**src/verilog/line_perf_monitor_pkg.sv**
```systemverilog
package line_perf_monitor_pkg;
    // clock and time base
    localparam int unsigned CLK_HZ          = 50000000;
    localparam int unsigned TICK_S          = 1;
    localparam int unsigned TICK_CYCLES     = CLK_HZ * TICK_S;
    localparam int unsigned QUARTER_S       = 900;
    localparam int unsigned DAY_QUARTERS    = 96;
    // severe error thresholds
    localparam logic [15:0] SF_BPV_SEVERE   = 16'd1554;
    localparam logic [15:0] SF_FBE_SEVERE   = 16'd8;
    localparam logic [15:0] ESF_BPV_SEVERE  = 16'd1544;
    localparam logic [15:0] ESF_CRC_SEVERE  = 16'd320;
    localparam logic [15:0] DSL_CRC_SEVERE  = 16'd165;
    // counter widths and history depth
    localparam int unsigned CNT_W           = 17;
    localparam int unsigned HIST_DEPTH      = 32;
    localparam int unsigned HIST_AW         = 5;
    localparam int unsigned ELAPSED_W       = 32;
    localparam logic [3:0]  MARGIN_MAX      = 4'h9;
    // terminal link
    localparam int unsigned MIN_BAUD        = 2400;
    localparam int unsigned MAX_BAUD_CYCLES = CLK_HZ / MIN_BAUD;
    localparam int unsigned BAUD_W          = 16;
    localparam int unsigned DATA_BITS       = 8;
    localparam int unsigned SPACES_NEEDED   = 3;
    // characters
    localparam logic [7:0] CH_SPACE = 8'h20;
    localparam logic [7:0] CH_ZERO  = 8'h30;
    localparam logic [7:0] CH_ONE   = 8'h31;
    localparam logic [7:0] CH_SEVEN = 8'h37;
    localparam logic [7:0] CH_M     = 8'h4d;
    localparam logic [7:0] CH_Z     = 8'h5a;
    localparam logic [7:0] CH_S     = 8'h53;
    localparam logic [7:0] CH_L     = 8'h4c;
    localparam logic [7:0] CH_E     = 8'h45;
    localparam logic [7:0] CH_QMARK = 8'h3f;

    typedef enum logic [3:0] {
        SCR_NONE, SCR_INTRO, SCR_MAIN, SCR_STATUS, SCR_HISTORY,
        SCR_VENDOR, SCR_LOOPBACK, SCR_SELFTEST, SCR_PROV, SCR_TROUBLE
    } screen_type;

    // per-second error events of one measurement point
    typedef struct packed {
        logic bipolar_violation;   // bipolar violation (ds1 only)
        logic fbe;   // framing bit error (sf)
        logic crc;   // crc error (esf or loop)
        logic los;   // loss of signal
        logic lsync; // loss of sync
    } err_ev_type;

    // counts of one measurement point
    typedef struct packed {
        logic [CNT_W-1:0] es;
        logic [CNT_W-1:0] severe_error_second_count;
        logic [CNT_W-1:0] unavailable_second_count;
    } perf_cnt_type;
endpackage

```
**src/verilog/line_perf_monitor.sv**
```systemverilog
module line_perf_monitor #(
    parameter int unsigned TICK_CYCLES_P = line_perf_monitor_pkg::TICK_CYCLES // cycles per second
) (
    input  wire logic                                        clk_sys_i,
    input  wire logic                                        arst_n_i,
    input  wire logic                                        ds1_esf_i,
    input  wire line_perf_monitor_pkg::err_ev_type           ds1_ev_i,
    input  wire line_perf_monitor_pkg::err_ev_type           dsl_ev_i,
    input  wire logic signed [7:0]                           margin_db_i,
    input  wire logic                                        term_rx_i,
    input  wire logic [1:0]                                  hist_sel_i,
    input  wire logic [line_perf_monitor_pkg::HIST_AW-1:0]   hist_idx_i,
    output logic                                             term_tx_o,
    output line_perf_monitor_pkg::screen_type                screen_o,
    output logic [line_perf_monitor_pkg::ELAPSED_W-1:0]      elapsed_o,
    output line_perf_monitor_pkg::perf_cnt_type              ds1_quarter_hour_total_o,
    output line_perf_monitor_pkg::perf_cnt_type              ds1_daily_total_o,
    output line_perf_monitor_pkg::perf_cnt_type              dsl_quarter_hour_total_o,
    output line_perf_monitor_pkg::perf_cnt_type              dsl_daily_total_o,
    output line_perf_monitor_pkg::perf_cnt_type              hist_quarter_o,
    output line_perf_monitor_pkg::perf_cnt_type              hist_daily_o,
    output logic [3:0]                                       margin_o,
    output logic [1:0]                                       view_o,
    output logic                                             loopback_local_o,
    output logic                                             loopback_remote_o,
    output logic                                             selftest_start_o,
    output logic                                             tick_o
);
    localparam int unsigned NPT = 2;   // 0 = ds1, 1 = loop
    localparam int unsigned CW  = line_perf_monitor_pkg::CNT_W;

    // one-second tick divider
    logic [25:0] tick_cnt_reg;
    logic        tick;
    assign tick = (tick_cnt_reg == 26'(TICK_CYCLES_P - 1));
    always_ff @(posedge clk_sys_i or negedge arst_n_i) begin
        if (!arst_n_i) begin
            tick_cnt_reg <= '0;
            tick_o       <= 1'b0;
        end else begin
            tick_cnt_reg <= tick ? '0 : tick_cnt_reg + 26'h1;
            tick_o       <= tick;
        end
    end

    // terminal receive pin synchroniser, three stages
    logic [2:0] rx_sync_reg;
    logic       rx_level_reg;
    always_ff @(posedge clk_sys_i or negedge arst_n_i) begin
        if (!arst_n_i) begin
            rx_sync_reg  <= 3'h7;
            rx_level_reg <= 1'b1;
        end else begin
            rx_sync_reg <= {rx_sync_reg[1:0], term_rx_i};
            if (rx_sync_reg[1] == rx_sync_reg[2])
                rx_level_reg <= rx_sync_reg[2];
        end
    end

    // receiver: bit period learnt from the leading low run (start bit plus five zero bits) of a space
    logic [15:0] bit_cyc_reg;
    logic        baud_ok_reg;
    logic [15:0] rx_cnt_reg;
    logic [3:0]  rx_bit_reg;
    logic [7:0]  rx_shift_reg;
    logic        rx_busy_reg;
    logic        rx_meas_reg;
    logic        rx_valid_reg;
    logic [7:0]  rx_data_reg;
    logic [1:0]  space_cnt_reg;
    logic        rx_skip_reg;
    always_ff @(posedge clk_sys_i or negedge arst_n_i) begin
        if (!arst_n_i) begin
            bit_cyc_reg   <= '0;
            baud_ok_reg   <= 1'b0;
            rx_cnt_reg    <= '0;
            rx_bit_reg    <= '0;
            rx_shift_reg  <= '0;
            rx_busy_reg   <= 1'b0;
            rx_meas_reg   <= 1'b0;
            rx_valid_reg  <= 1'b0;
            rx_data_reg   <= '0;
            rx_skip_reg   <= 1'b0;
            space_cnt_reg <= '0;
        end else begin
            rx_valid_reg <= 1'b0;
            if (!baud_ok_reg) begin
                // a space is start bit plus five zero bits: measure the low run / 6
                if (!rx_meas_reg && !rx_level_reg) begin
                    rx_meas_reg <= 1'b1;
                    rx_cnt_reg  <= '0;
                end else if (rx_meas_reg && !rx_level_reg) begin
                    if (rx_cnt_reg != 16'hffff)
                        rx_cnt_reg <= rx_cnt_reg + 16'h1;
                end else if (rx_meas_reg && rx_skip_reg) begin
                    // trailing zero bits of the same space: character over, line at stop
                    rx_meas_reg <= 1'b0;
                    rx_skip_reg <= 1'b0;
                    if (space_cnt_reg == 2'(line_perf_monitor_pkg::SPACES_NEEDED))
                        baud_ok_reg <= 1'b1;
                end else if (rx_meas_reg) begin
                    rx_meas_reg <= 1'b0;
                    // bit period vs MAX_BAUD_CYCLES; the saturating count / 6 never exceeds it, so every rate is accepted
                    if (rx_cnt_reg / 16'h6 <= 16'(line_perf_monitor_pkg::MAX_BAUD_CYCLES)) begin
                        bit_cyc_reg   <= rx_cnt_reg / 16'h6;
                        space_cnt_reg <= space_cnt_reg + 2'h1;
                        rx_skip_reg   <= 1'b1; // next low run is the top bits of this space
                    end else begin
                        space_cnt_reg <= '0;
                    end
                end
            end else if (!rx_busy_reg) begin
                if (!rx_level_reg) begin
                    rx_busy_reg <= 1'b1;
                    rx_cnt_reg  <= bit_cyc_reg >> 1;
                    rx_bit_reg  <= '0;
                end
            end else if (rx_cnt_reg == bit_cyc_reg) begin
                rx_cnt_reg <= '0;
                rx_bit_reg <= rx_bit_reg + 4'h1;
                if (rx_bit_reg >= 4'h1 && rx_bit_reg <= 4'(line_perf_monitor_pkg::DATA_BITS))
                    rx_shift_reg <= {rx_level_reg, rx_shift_reg[7:1]};
                if (rx_bit_reg == 4'(line_perf_monitor_pkg::DATA_BITS + 1)) begin
                    rx_busy_reg  <= 1'b0;
                    rx_valid_reg <= rx_level_reg; // stop bit must be high
                    rx_data_reg  <= rx_shift_reg;
                end
            end else begin
                rx_cnt_reg <= rx_cnt_reg + 16'h1;
            end
        end
    end

    // menu navigation
    logic zero_req;
    assign zero_req = rx_valid_reg && screen_o == line_perf_monitor_pkg::SCR_STATUS
                      && rx_data_reg == line_perf_monitor_pkg::CH_Z;
    logic [7:0] tx_char_next;
    logic       tx_req_next;
    always_ff @(posedge clk_sys_i or negedge arst_n_i) begin
        if (!arst_n_i) begin
            screen_o          <= line_perf_monitor_pkg::SCR_NONE;
            view_o            <= '0;
            loopback_local_o  <= 1'b0;
            loopback_remote_o <= 1'b0;
            selftest_start_o  <= 1'b0;
        end else begin
            selftest_start_o <= 1'b0;
            if (screen_o == line_perf_monitor_pkg::SCR_NONE && baud_ok_reg)
                screen_o <= line_perf_monitor_pkg::SCR_INTRO;
            else if (rx_valid_reg) begin
                case (screen_o)
                    line_perf_monitor_pkg::SCR_INTRO:
                        screen_o <= line_perf_monitor_pkg::SCR_MAIN;
                    line_perf_monitor_pkg::SCR_MAIN: begin
                        if (rx_data_reg >= line_perf_monitor_pkg::CH_ONE
                            && rx_data_reg <= line_perf_monitor_pkg::CH_SEVEN)
                            screen_o <= line_perf_monitor_pkg::screen_type'(
                                4'(rx_data_reg - line_perf_monitor_pkg::CH_ZERO) + 4'h2);
                    end
                    line_perf_monitor_pkg::SCR_HISTORY: begin
                        if (rx_data_reg >= line_perf_monitor_pkg::CH_ONE
                            && rx_data_reg <= line_perf_monitor_pkg::CH_ONE + 8'h1)
                            view_o <= 2'(rx_data_reg - line_perf_monitor_pkg::CH_ONE);
                        else if (rx_data_reg == line_perf_monitor_pkg::CH_M)
                            screen_o <= line_perf_monitor_pkg::SCR_MAIN;
                    end
                    line_perf_monitor_pkg::SCR_LOOPBACK: begin
                        if (rx_data_reg == line_perf_monitor_pkg::CH_L)
                            loopback_local_o <= ~loopback_local_o;
                        else if (rx_data_reg == line_perf_monitor_pkg::CH_E)
                            loopback_remote_o <= ~loopback_remote_o;
                        else if (rx_data_reg == line_perf_monitor_pkg::CH_M)
                            screen_o <= line_perf_monitor_pkg::SCR_MAIN;
                    end
                    line_perf_monitor_pkg::SCR_SELFTEST: begin
                        if (rx_data_reg == line_perf_monitor_pkg::CH_S)
                            selftest_start_o <= 1'b1;
                        else if (rx_data_reg == line_perf_monitor_pkg::CH_M)
                            screen_o <= line_perf_monitor_pkg::SCR_MAIN;
                    end
                    default: begin
                        if (rx_data_reg == line_perf_monitor_pkg::CH_M)
                            screen_o <= line_perf_monitor_pkg::SCR_MAIN;
                    end
                endcase
            end
        end
    end

    // echo: screen code or loopback state digit sent after each accepted char
    always_comb begin
        tx_req_next  = rx_valid_reg || (screen_o == line_perf_monitor_pkg::SCR_NONE
                                        && baud_ok_reg);
        tx_char_next = line_perf_monitor_pkg::CH_ZERO + 8'(screen_o);
        if (screen_o == line_perf_monitor_pkg::SCR_LOOPBACK)
            tx_char_next = line_perf_monitor_pkg::CH_ZERO
                           + {6'h0, loopback_remote_o, loopback_local_o};
    end

    // transmitter, same learnt bit period, 8n1
    logic [9:0]  tx_shift_reg;
    logic [3:0]  tx_bit_reg;
    logic [15:0] tx_cnt_reg;
    always_ff @(posedge clk_sys_i or negedge arst_n_i) begin
        if (!arst_n_i) begin
            tx_shift_reg <= '1;
            tx_bit_reg   <= '0;
            tx_cnt_reg   <= '0;
            term_tx_o    <= 1'b1;
        end else if (tx_bit_reg == 4'h0) begin
            term_tx_o <= 1'b1;
            if (tx_req_next) begin
                tx_shift_reg <= {1'b1, tx_char_next, 1'b0};
                tx_bit_reg   <= 4'(line_perf_monitor_pkg::DATA_BITS + 2);
                tx_cnt_reg   <= '0;
            end
        end else if (tx_cnt_reg == 16'h0) begin
            term_tx_o    <= tx_shift_reg[0];
            tx_shift_reg <= {1'b1, tx_shift_reg[9:1]};
            tx_cnt_reg   <= bit_cyc_reg;
            tx_bit_reg   <= tx_bit_reg - 4'h1;
        end else begin
            tx_cnt_reg <= tx_cnt_reg - 16'h1;
        end
    end

    // boundaries: elapsed seconds, quarter hour, day
    logic [9:0] sec_in_q_reg;
    logic [6:0] q_in_day_reg;
    logic       q_end;
    logic       d_end;
    assign q_end = tick && sec_in_q_reg == 10'(line_perf_monitor_pkg::QUARTER_S - 1);
    assign d_end = q_end && q_in_day_reg == 7'(line_perf_monitor_pkg::DAY_QUARTERS - 1);
    always_ff @(posedge clk_sys_i or negedge arst_n_i) begin
        if (!arst_n_i) begin
            elapsed_o    <= '0;
            sec_in_q_reg <= '0;
            q_in_day_reg <= '0;
        end else if (zero_req) begin
            elapsed_o    <= '0;
            sec_in_q_reg <= '0;
            q_in_day_reg <= '0;
        end else if (tick) begin
            elapsed_o    <= elapsed_o + 32'h1;
            sec_in_q_reg <= q_end ? '0 : sec_in_q_reg + 10'h1;
            if (q_end)
                q_in_day_reg <= d_end ? '0 : q_in_day_reg + 7'h1;
        end
    end

    // per point error classification and accumulation
    line_perf_monitor_pkg::perf_cnt_type quarter_reg [NPT];
    line_perf_monitor_pkg::perf_cnt_type day_reg     [NPT];
    line_perf_monitor_pkg::perf_cnt_type hist_q_mem  [NPT][line_perf_monitor_pkg::HIST_DEPTH];
    line_perf_monitor_pkg::perf_cnt_type hist_d_reg  [NPT];
    logic [4:0] wr_ptr_reg;
    genvar gp;
    generate
        for (gp = 0; gp < NPT; gp++) begin : g_pt
            line_perf_monitor_pkg::err_ev_type ev;
            logic [15:0] bpv_reg;
            logic [15:0] aux_reg;
            logic        los_reg;
            logic        es_sec;
            logic        ses_sec;
            assign ev = (gp == 0) ? ds1_ev_i : dsl_ev_i;
            // error of the current second, closed on the tick
            always_comb begin
                if (gp == 1) begin
                    es_sec  = aux_reg != '0;
                    ses_sec = aux_reg >= line_perf_monitor_pkg::DSL_CRC_SEVERE;
                end else if (ds1_esf_i) begin
                    es_sec  = bpv_reg != '0 || aux_reg != '0;
                    ses_sec = bpv_reg >= line_perf_monitor_pkg::ESF_BPV_SEVERE
                              || aux_reg >= line_perf_monitor_pkg::ESF_CRC_SEVERE;
                end else begin
                    es_sec  = bpv_reg != '0 || aux_reg != '0;
                    ses_sec = bpv_reg >= line_perf_monitor_pkg::SF_BPV_SEVERE
                              || aux_reg >= line_perf_monitor_pkg::SF_FBE_SEVERE;
                end
            end
            // event counters within the second, saturating
            always_ff @(posedge clk_sys_i or negedge arst_n_i) begin
                if (!arst_n_i) begin
                    bpv_reg <= '0;
                    aux_reg <= '0;
                    los_reg <= 1'b0;
                end else if (tick) begin
                    bpv_reg <= '0;
                    aux_reg <= '0;
                    los_reg <= 1'b0;
                end else begin
                    if (gp == 0 && ev.bipolar_violation && bpv_reg != 16'hffff)
                        bpv_reg <= bpv_reg + 16'h1;
                    if (((gp == 0 && !ds1_esf_i) ? ev.fbe : ev.crc) && aux_reg != 16'hffff)
                        aux_reg <= aux_reg + 16'h1;
                    if (ev.los || ev.lsync)
                        los_reg <= 1'b1;
                end
            end
            // totals, history store and zeroing
            always_ff @(posedge clk_sys_i or negedge arst_n_i) begin
                if (!arst_n_i) begin
                    quarter_reg[gp] <= '0;
                    day_reg[gp]     <= '0;
                    hist_d_reg[gp]  <= '0;
                end else if (zero_req) begin
                    quarter_reg[gp] <= '0;
                    day_reg[gp]     <= '0;
                    hist_d_reg[gp]  <= '0;
                end else if (tick) begin
                    quarter_reg[gp] <= q_end ? '0 : quarter_reg[gp]
                        + {CW'(es_sec), CW'(ses_sec), CW'(los_reg)};
                    day_reg[gp] <= d_end ? '0 : day_reg[gp]
                        + {CW'(es_sec), CW'(ses_sec), CW'(los_reg)};
                    if (d_end)
                        hist_d_reg[gp] <= day_reg[gp];
                end
            end
            // quarter-hour history ring, oldest overwritten
            always_ff @(posedge clk_sys_i) begin
                if (q_end && !zero_req)
                    hist_q_mem[gp][wr_ptr_reg] <= quarter_reg[gp];
            end
        end
    endgenerate

    // ring pointer and valid count for history
    logic [5:0] hist_fill_reg;
    always_ff @(posedge clk_sys_i or negedge arst_n_i) begin
        if (!arst_n_i) begin
            wr_ptr_reg    <= '0;
            hist_fill_reg <= '0;
        end else if (zero_req) begin
            wr_ptr_reg    <= '0;
            hist_fill_reg <= '0;
        end else if (q_end) begin
            wr_ptr_reg <= wr_ptr_reg + 5'h1;
            if (hist_fill_reg != 6'(line_perf_monitor_pkg::HIST_DEPTH))
                hist_fill_reg <= hist_fill_reg + 6'h1;
        end
    end

    // reported totals, history readout and margin
    logic [4:0] rd_ptr;
    logic       pt_sel;
    assign rd_ptr = wr_ptr_reg - 5'h1 - hist_idx_i;
    assign pt_sel = hist_sel_i[0];
    always_ff @(posedge clk_sys_i or negedge arst_n_i) begin
        if (!arst_n_i) begin
            ds1_quarter_hour_total_o <= '0;
            ds1_daily_total_o        <= '0;
            dsl_quarter_hour_total_o <= '0;
            dsl_daily_total_o        <= '0;
            hist_quarter_o           <= '0;
            hist_daily_o             <= '0;
            margin_o                 <= '0;
        end else begin
            ds1_quarter_hour_total_o <= quarter_reg[0];
            ds1_daily_total_o        <= day_reg[0];
            dsl_quarter_hour_total_o <= quarter_reg[1];
            dsl_daily_total_o        <= day_reg[1];
            hist_daily_o             <= hist_d_reg[pt_sel];
            hist_quarter_o <= ({1'b0, hist_idx_i} < hist_fill_reg)
                              ? hist_q_mem[pt_sel][rd_ptr] : '0;
            if (margin_db_i <= 8'sh0)
                margin_o <= 4'h0;
            else if (margin_db_i >= 8'sh9)
                margin_o <= line_perf_monitor_pkg::MARGIN_MAX;
            else
                margin_o <= margin_db_i[3:0];
        end
    end

    // checks
    property p_margin_clamp;
        @(posedge clk_sys_i) disable iff (!arst_n_i)
        margin_db_i >= 8'sh9 |=> margin_o == line_perf_monitor_pkg::MARGIN_MAX;
    endproperty
    a_margin_clamp: assert property (p_margin_clamp)
        else $error("margin not clamped to nine");
    property p_zero_clears;
        @(posedge clk_sys_i) disable iff (!arst_n_i)
        zero_req |=> day_reg[0] == '0 && hist_d_reg[1] == '0;
    endproperty
    a_zero_clears: assert property (p_zero_clears)
        else $error("clear did not zero counts");
    property p_dsl_severe;
        @(posedge clk_sys_i) disable iff (!arst_n_i)
        tick && !q_end && !zero_req
        && g_pt[1].aux_reg >= line_perf_monitor_pkg::DSL_CRC_SEVERE
        |=> day_reg[1].severe_error_second_count == $past(day_reg[1].severe_error_second_count) + CW'(1);
    endproperty
    a_dsl_severe: assert property (p_dsl_severe)
        else $error("loop severe second missed");
    property p_dsl_errored;
        @(posedge clk_sys_i) disable iff (!arst_n_i)
        tick && !q_end && !zero_req && g_pt[1].aux_reg != '0
        |=> day_reg[1].es == $past(day_reg[1].es) + CW'(1);
    endproperty
    a_dsl_errored: assert property (p_dsl_errored)
        else $error("loop errored second missed");
    property p_ds1_unavail;
        @(posedge clk_sys_i) disable iff (!arst_n_i)
        tick && !q_end && !zero_req && g_pt[0].los_reg
        |=> day_reg[0].unavailable_second_count == $past(day_reg[0].unavailable_second_count) + CW'(1);
    endproperty
    a_ds1_unavail: assert property (p_ds1_unavail)
        else $error("ds1 unavailable second missed");
    property p_elapsed_step;
        @(posedge clk_sys_i) disable iff (!arst_n_i)
        tick && !zero_req |=> elapsed_o == $past(elapsed_o) + 32'h1;
    endproperty
    a_elapsed_step: assert property (p_elapsed_step)
        else $error("elapsed time did not advance");
    c_intro: cover property (@(posedge clk_sys_i) screen_o == line_perf_monitor_pkg::SCR_INTRO);
    c_quarter: cover property (@(posedge clk_sys_i) q_end);
    c_zero: cover property (@(posedge clk_sys_i) zero_req);
endmodule // line_perf_monitor

```
**config.mk**
```make
export PLATFORM = sky130hd
export DESIGN_NAME = line_perf_monitor
export DESIGN_NICKNAME = d
export VERILOG_FILES = /design/src/verilog/line_perf_monitor_pkg.sv /design/src/verilog/line_perf_monitor.sv
export SDC_FILE = /design/constraint.sdc
export NUM_CORES = 2
export LEC_CHECK = 0
export BUFFER_PORTS_ARGS = -buffer_cell sky130_fd_sc_hd__buf_2
export CORE_MARGIN = 3
export CORE_UTILIZATION = 58
export CTS_BUF_LIST = sky130_fd_sc_hd__clkbuf_4
export CTS_CLUSTER_SIZE = 14
export DETAILED_ROUTE_END_ITERATION = 16
export PLACE_DENSITY = 0.75
export SYNTH_ARGS = -nofsm -noshare
export SYNTH_HDL_FRONTEND = slang
export SYNTH_SLANG_ARGS = --single-unit
```
**constraint.sdc**
```tcl
create_clock -name clk_sys_i -period 9 [get_ports clk_sys_i]
set_input_delay 0.9 -clock clk_sys_i [delete_from_list [all_inputs] [get_ports clk_sys_i]]
set_output_delay 0.9 -clock clk_sys_i [all_outputs]
set_load 0.1 [all_outputs]
```
---- Word-level counts from Yosys, hierarchy flattened ----
Memory sizes are Yosys's and may differ from the RTL's.
Cells that the tools add are included.
word-level totals
  register bits after elaboration ......... 856
  bits in writable memories ............... 3,264
  input port bits ......................... 29
  output and inout port bits .............. 353
  word-level logic and storage cells ...... 334
  memories ................................ 1
memory list
  memory      depth  width  read ports  clocked after memory_dff  write ports  RTL line                  source
  hist_q_mem  2      1,632  1           0                         2            line_perf_monitor.sv:255  line_perf_monitor_pkg::perf_cnt_type hist_q_mem [NPT][line_perf_monitor_pkg::HIST_DEPTH];
cells by class
  add/subtract/negate cells ............... 25
  divide/modulo/power cells ............... 1
  magnitude comparators ................... 18
  equality and inequality tests ........... 33
  mux-type cells .......................... 112
  bitwise logic cells ..................... 11
  reductions and logical operators ........ 62
operators by type and width
  kind                                                                 count
  2-to-1 mux 1632 bit                                                  1
  2-to-1 mux 51 bit                                                    25
  2-to-1 mux 16 bit                                                    16
  binary-select mux 51 bit (select 5 bit)                              1
  demux 51 bit (select 5 bit)                                          1
  adder 51 x 35 -> 51 bit                                              4
  adder 16 x 1 -> 16 bit, second input constant                        4
  2-to-1 mux 32 bit                                                    2
  2-to-1 mux 4 bit                                                     16
  != test 16 bit, second input constant                                4
  2-to-1 mux 10 bit                                                    6
  nonzero test 16 bit                                                  3
  == test 8 x 7 -> 1 bit, second input constant                        5
  2-to-1 mux 7 bit                                                     5
  adder 32 x 1 -> 32 bit, second input constant                        1
  greater-or-equal comparator 16 x 11 -> 1 bit, second input constant  2
  2-to-1 mux 1 bit                                                     31
  adder 26 x 1 -> 26 bit, second input constant                        1
  == test 26 bit, second input constant                                1
  2-to-1 mux 26 bit                                                    1
  nonzero test 2 bit                                                   13
  case mux 4 bit (5 select lines)                                      1
  2-to-1 mux 6 bit                                                     3
  divider 16 x 3 -> 16 bit, second input constant                      1
  58 further kinds                                                     114

---- Longest topological paths before layout ----
  depth in word-level cells ............... 7
  gate-level depth with buffers ........... 20
  depth with buffers taken out ............ 19

---- Worst setup path after synthesis ----
No wires, ideal clock.
  kind .................................... register to register
  from .................................... register tick_cnt_reg[11]
  to ...................................... memory hist_q_mem[0][0] (netlist bit), enable pin
  library setup time ...................... 0.564 ns
  arrival time ............................ 6.375 ns
  required time ........................... 8.436 ns
  path slack .............................. 2.061 ns
  stages on the path, launching flop included .. 9
  path buffers ............................ 1
  period minus slack after synthesis ...... 6.939 ns
  cells stage by stage .................... dfrtp_1 nand4bb_1 or4_1 nor4_1 clkbuf_1 nand2_1 nor2_1 nand2_1 nor2_1
RTL lines
  what                    RTL line                  source
  start, declared         line_perf_monitor.sv:33   logic [25:0] tick_cnt_reg;
  start signal, assigned  line_perf_monitor.sv:41   tick_cnt_reg <= tick ? '0 : tick_cnt_reg + 26'h1;
  end, declared           line_perf_monitor.sv:255

---- Worst setup path after layout ----
  from .................................... register tick_cnt_reg[11]
  to ...................................... register day_reg[93] (netlist bit)
between the ends
  longest elaborated chain between the ends .. 6
  elaborated cells between the ends (all ways) .. 7
  classes of those cells .................. eq/ne: 1; mux: 3; reduce/logical: 3
RTL lines
  what                           RTL line                  source
  == test 26 bit *               line_perf_monitor.sv:35   assign tick = (tick_cnt_reg == 26'(TICK_CYCLES_P - 1));
  logical AND 1 bit              line_perf_monitor.sv:233  assign q_end = tick && sec_in_q_reg == 10'(line_perf_monitor_pkg::QUARTER_S - 1);
  logical AND 1 bit              line_perf_monitor.sv:234  assign d_end = q_end && q_in_day_reg == 7'(line_perf_monitor_pkg::DAY_QUARTERS - 1);
  2-to-1 mux 51 bit              line_perf_monitor.sv:315  day_reg[gp] <= d_end ? '0 : day_reg[gp]
  2-to-1 mux 51 bit              line_perf_monitor.sv:312  end else if (tick) begin
  2-to-1 mux 51 bit              line_perf_monitor.sv:308  end else if (zero_req) begin
  end signal, assigned by index  line_perf_monitor.sv:315
  end, declared                  line_perf_monitor.sv:254  line_perf_monitor_pkg::perf_cnt_type day_reg [NPT];
Mark *: on every way between the ends. The rest lies on a longest branch, timed or not. The select of a mux whose other input is x is not followed.
A chain may end at the register's enable or synchronous reset.

==> out/qor.csv <==
metric;value;unit
status;completed;
Most flops, register;hist_q_mem;
Clk pin slew, worst setup/hold paths;80;ps
Post-Synth Adder-Cell Area;0.464;%
f_max;170;MHz
Vias/cell;6.16;
DP HPWL;198000;um
path depth of the worst reg2reg path;13;
CTS H-tree lvls;6;
root buf cell;clkbuf_4;
maximum fanout along the worst path;104;
IO buf count;378;
wire length per cell;26.9;um
synthesized net count;8247;
TNS Setup;0;ps
Synth Register Bits;4117;
area grow syn2layout;12.4;%
# resized after CTS;0;
Bufs on Longest Clock Path;4;
Setup-failing EPs final;0;
number of CTS-inserted buffers;955;
maxcap violations;0;
first-pass GRT wire length;556000;um
period utilization;65.2;%
RD Place Congestion;0.846;
share of layout cells above drive strength 1;32.9;%
slew margin rel.;10.1;%
number of distinct library cells after synthesis;100;
largest net degree at the start of global routing;197;
reg-to-reg slack, setup;3130;ps
initial antenna violation count;14;
die height;531;um
ys flop type;edfxtp_1;
die area;282000;um^2
min Tclk post-route;5870;ps
Synth Area in XOR/XNOR;1.56;%
CP startpoint;tick_cnt_reg[11];
yosys warns;0;
average size of a mapped cell;19.6;um^2
hold path depth;5;
critical path class;flop to flop;
hold buffers post-CTS;29;
design area;180000;um^2
critical path endpoint category;flop;
dpl cell area;167000;um^2
Peak VDD IR;0.212;mV
Worst Hold Class;input port to flop;
max FFs per register;3264;
endpoints failing hold;0;
RR Endpoint;day_reg[93];
Synth Area in Simple Gates;4.44;%
asr flop ratio synth;20.7;%
worst endpoint required time;10430;ps
crit path to;day_reg[93];
WL final;369000;um
antenna violation net count after detailed routing;0;
# nets final;9382;
DRC Markers;0;
Post-synth EDFFs;3264;
initial drt markers;9573;
postcts setup bufs;0;
Final Skew;129;ps
CTS sink count;4117;
worst skew pair latency;1590;ps
# fillers;17900;
CTS tree;done;
compound-gate portion of the synthesized area;2.06;%
Initial Utilization;58.3;%
crit path launch type;flop;
grt total ovfl;0;
mux cell area share after synthesis;15.6;%
core area;274000;um^2
measured slew at the worst slew-check pin;1350;ps
row cnt;192;
r2r startpoint;tick_cnt_reg[11];
Crit path arrival time;7310;ps
I/O pin cnt;382;
Pwr Density;208;nW/um^2
Syn Std Cell Area;160000;um^2
leakage power total;0.0555;uW
Syn Inst Count;8161;
max-slew violations;0;
Initial DRT Pass Iterations;8;
vias in the first global route;88700;
RSZ-0062 raised after global routing;no;
main combinational cell family by area after synthesis;multiplexers;
Via Count;84500;
die width;531;um
GRT Overall Usage;26.5;%
sequential area share after synthesis;74.8;%
-- worst min-delay path by stage --
stage,from,slack [ps],endpoint
6_report,hist_idx_i[4],310,hist_quarter_o[1]
5_1_grt,hist_idx_i[4],230,hist_quarter_o[1]
4_1_cts,margin_db_i[5],100,margin_o[0]
3_5_place_dp,rx_sync_reg[0],350,rx_sync_reg[1]
3_3_place_gp,rx_sync_reg[0],350,rx_sync_reg[1]
2_1_floorplan,rx_sync_reg[0],350,rx_sync_reg[1]
-- layout make-up --
cell class	count	area, um^2	area share, %
Antenna cell	6	15.0	0.00836
Clock inverter	314	1730	0.964
Inverter	76	285	0.159
Clock buffer	1464	11000	6.12
Tap cell	3589	4490	2.50
Sequential cell	4117	119000	66.5
Timing Repair Buffer	578	3820	2.13
Multi-Input combinational cell	3568	38800	21.6
-- metal layers --
layer  GRT usage, %  share of wire [%]  vias up
met5              0              0.024        -
met4           8.65                2.7       12
met3           6.41                 10      662
met2           42.2                 49     4284
met1           36.8                 38    43900
li1               -                  -    35600
-- synth_stat cells (13+ instances only) --
cell	n	area (um^2)
a211oi_1	20	150
a21oi_1	207	1040
a31oi_1	17	106
and2_1	16	100
and3_1	67	419
and4_1	21	184
buf_1	75	282
buf_2	17	85.1
clkbuf_1	305	1140
dfrtp_1	839	21000
dfstp_2	14	368
edfxtp_1	3264	98000
ha_1	56	701
inv_1	73	274
mux2_2	67	754
mux2i_1	15	150
mux4_2	1065	24000
nand2_1	514	1930
nand2b_1	15	93.8
nand3_1	118	591
nand4_1	72	450
nor2_1	452	1700
nor2b_1	58	363
nor3_1	57	285
nor3b_1	13	97.6
nor4_1	22	138
o21ai_0	186	931
o31ai_1	19	143
or3_1	56	350
xnor2_1	93	815
xor2_1	187	1640
-- placed cells by master (no fill, tap or decap), drive strengths merged, types with 119 or more instances in the layout --
cell    netlist  final
buf          95    550
o21ai       188    188
edfxtp     3264   3264
xor2        188    188
nand2       516    516
nor2        453    453
dfrtp       839    839
clkbuf      305   1464
a21oi       207    207
clkinv        3    271
nand3       119    119
mux4       1065   1065
-- critical path: stages (launching register included) --
cell       delay (ps)
dfrtp_1           430
nand4bb_1         210
or4_1             570
or4_1             760
nor2_1            800
and2_1            290
nand4_1           250
or2_4             300
buf_4             460
nand2_4           590
buf_4             630
o21ai_0           240
nand2_1           120
o21ai_0            80
-- cell families after synthesis --
kind of cell               after synthesis
buffers and inverters                  476
AOI/OAI and AO/OA                      552
xor gates and xnor gates               282
and+or+nand+nor                       1528
DFF                                   4117
muxes                                 1147
adders and majority gates               59
-- metrics by stage --
stage	instances	worst slack [ps]	utilization, %	total power, uW	hold slack [ps]
finish	13700	3130	65.6	37400	307
global route	13700	2870	65.6	38900	234
CTS	13700	3180	65.6	37700	102
detailed placement	11900	3190	60.8	22800	348
global placement	11900	3250	60.8	22700	350
floorplan	8161	2060	-	22300	345
-- where the power goes --
part           leakage, uW  switching [uW]  internal [uW]
combinational       0.0135            1120            611
clock              0.00752            7320           7620
sequential          0.0344             223          20500
No activity file was read; power rests on OpenSTA's default activity.
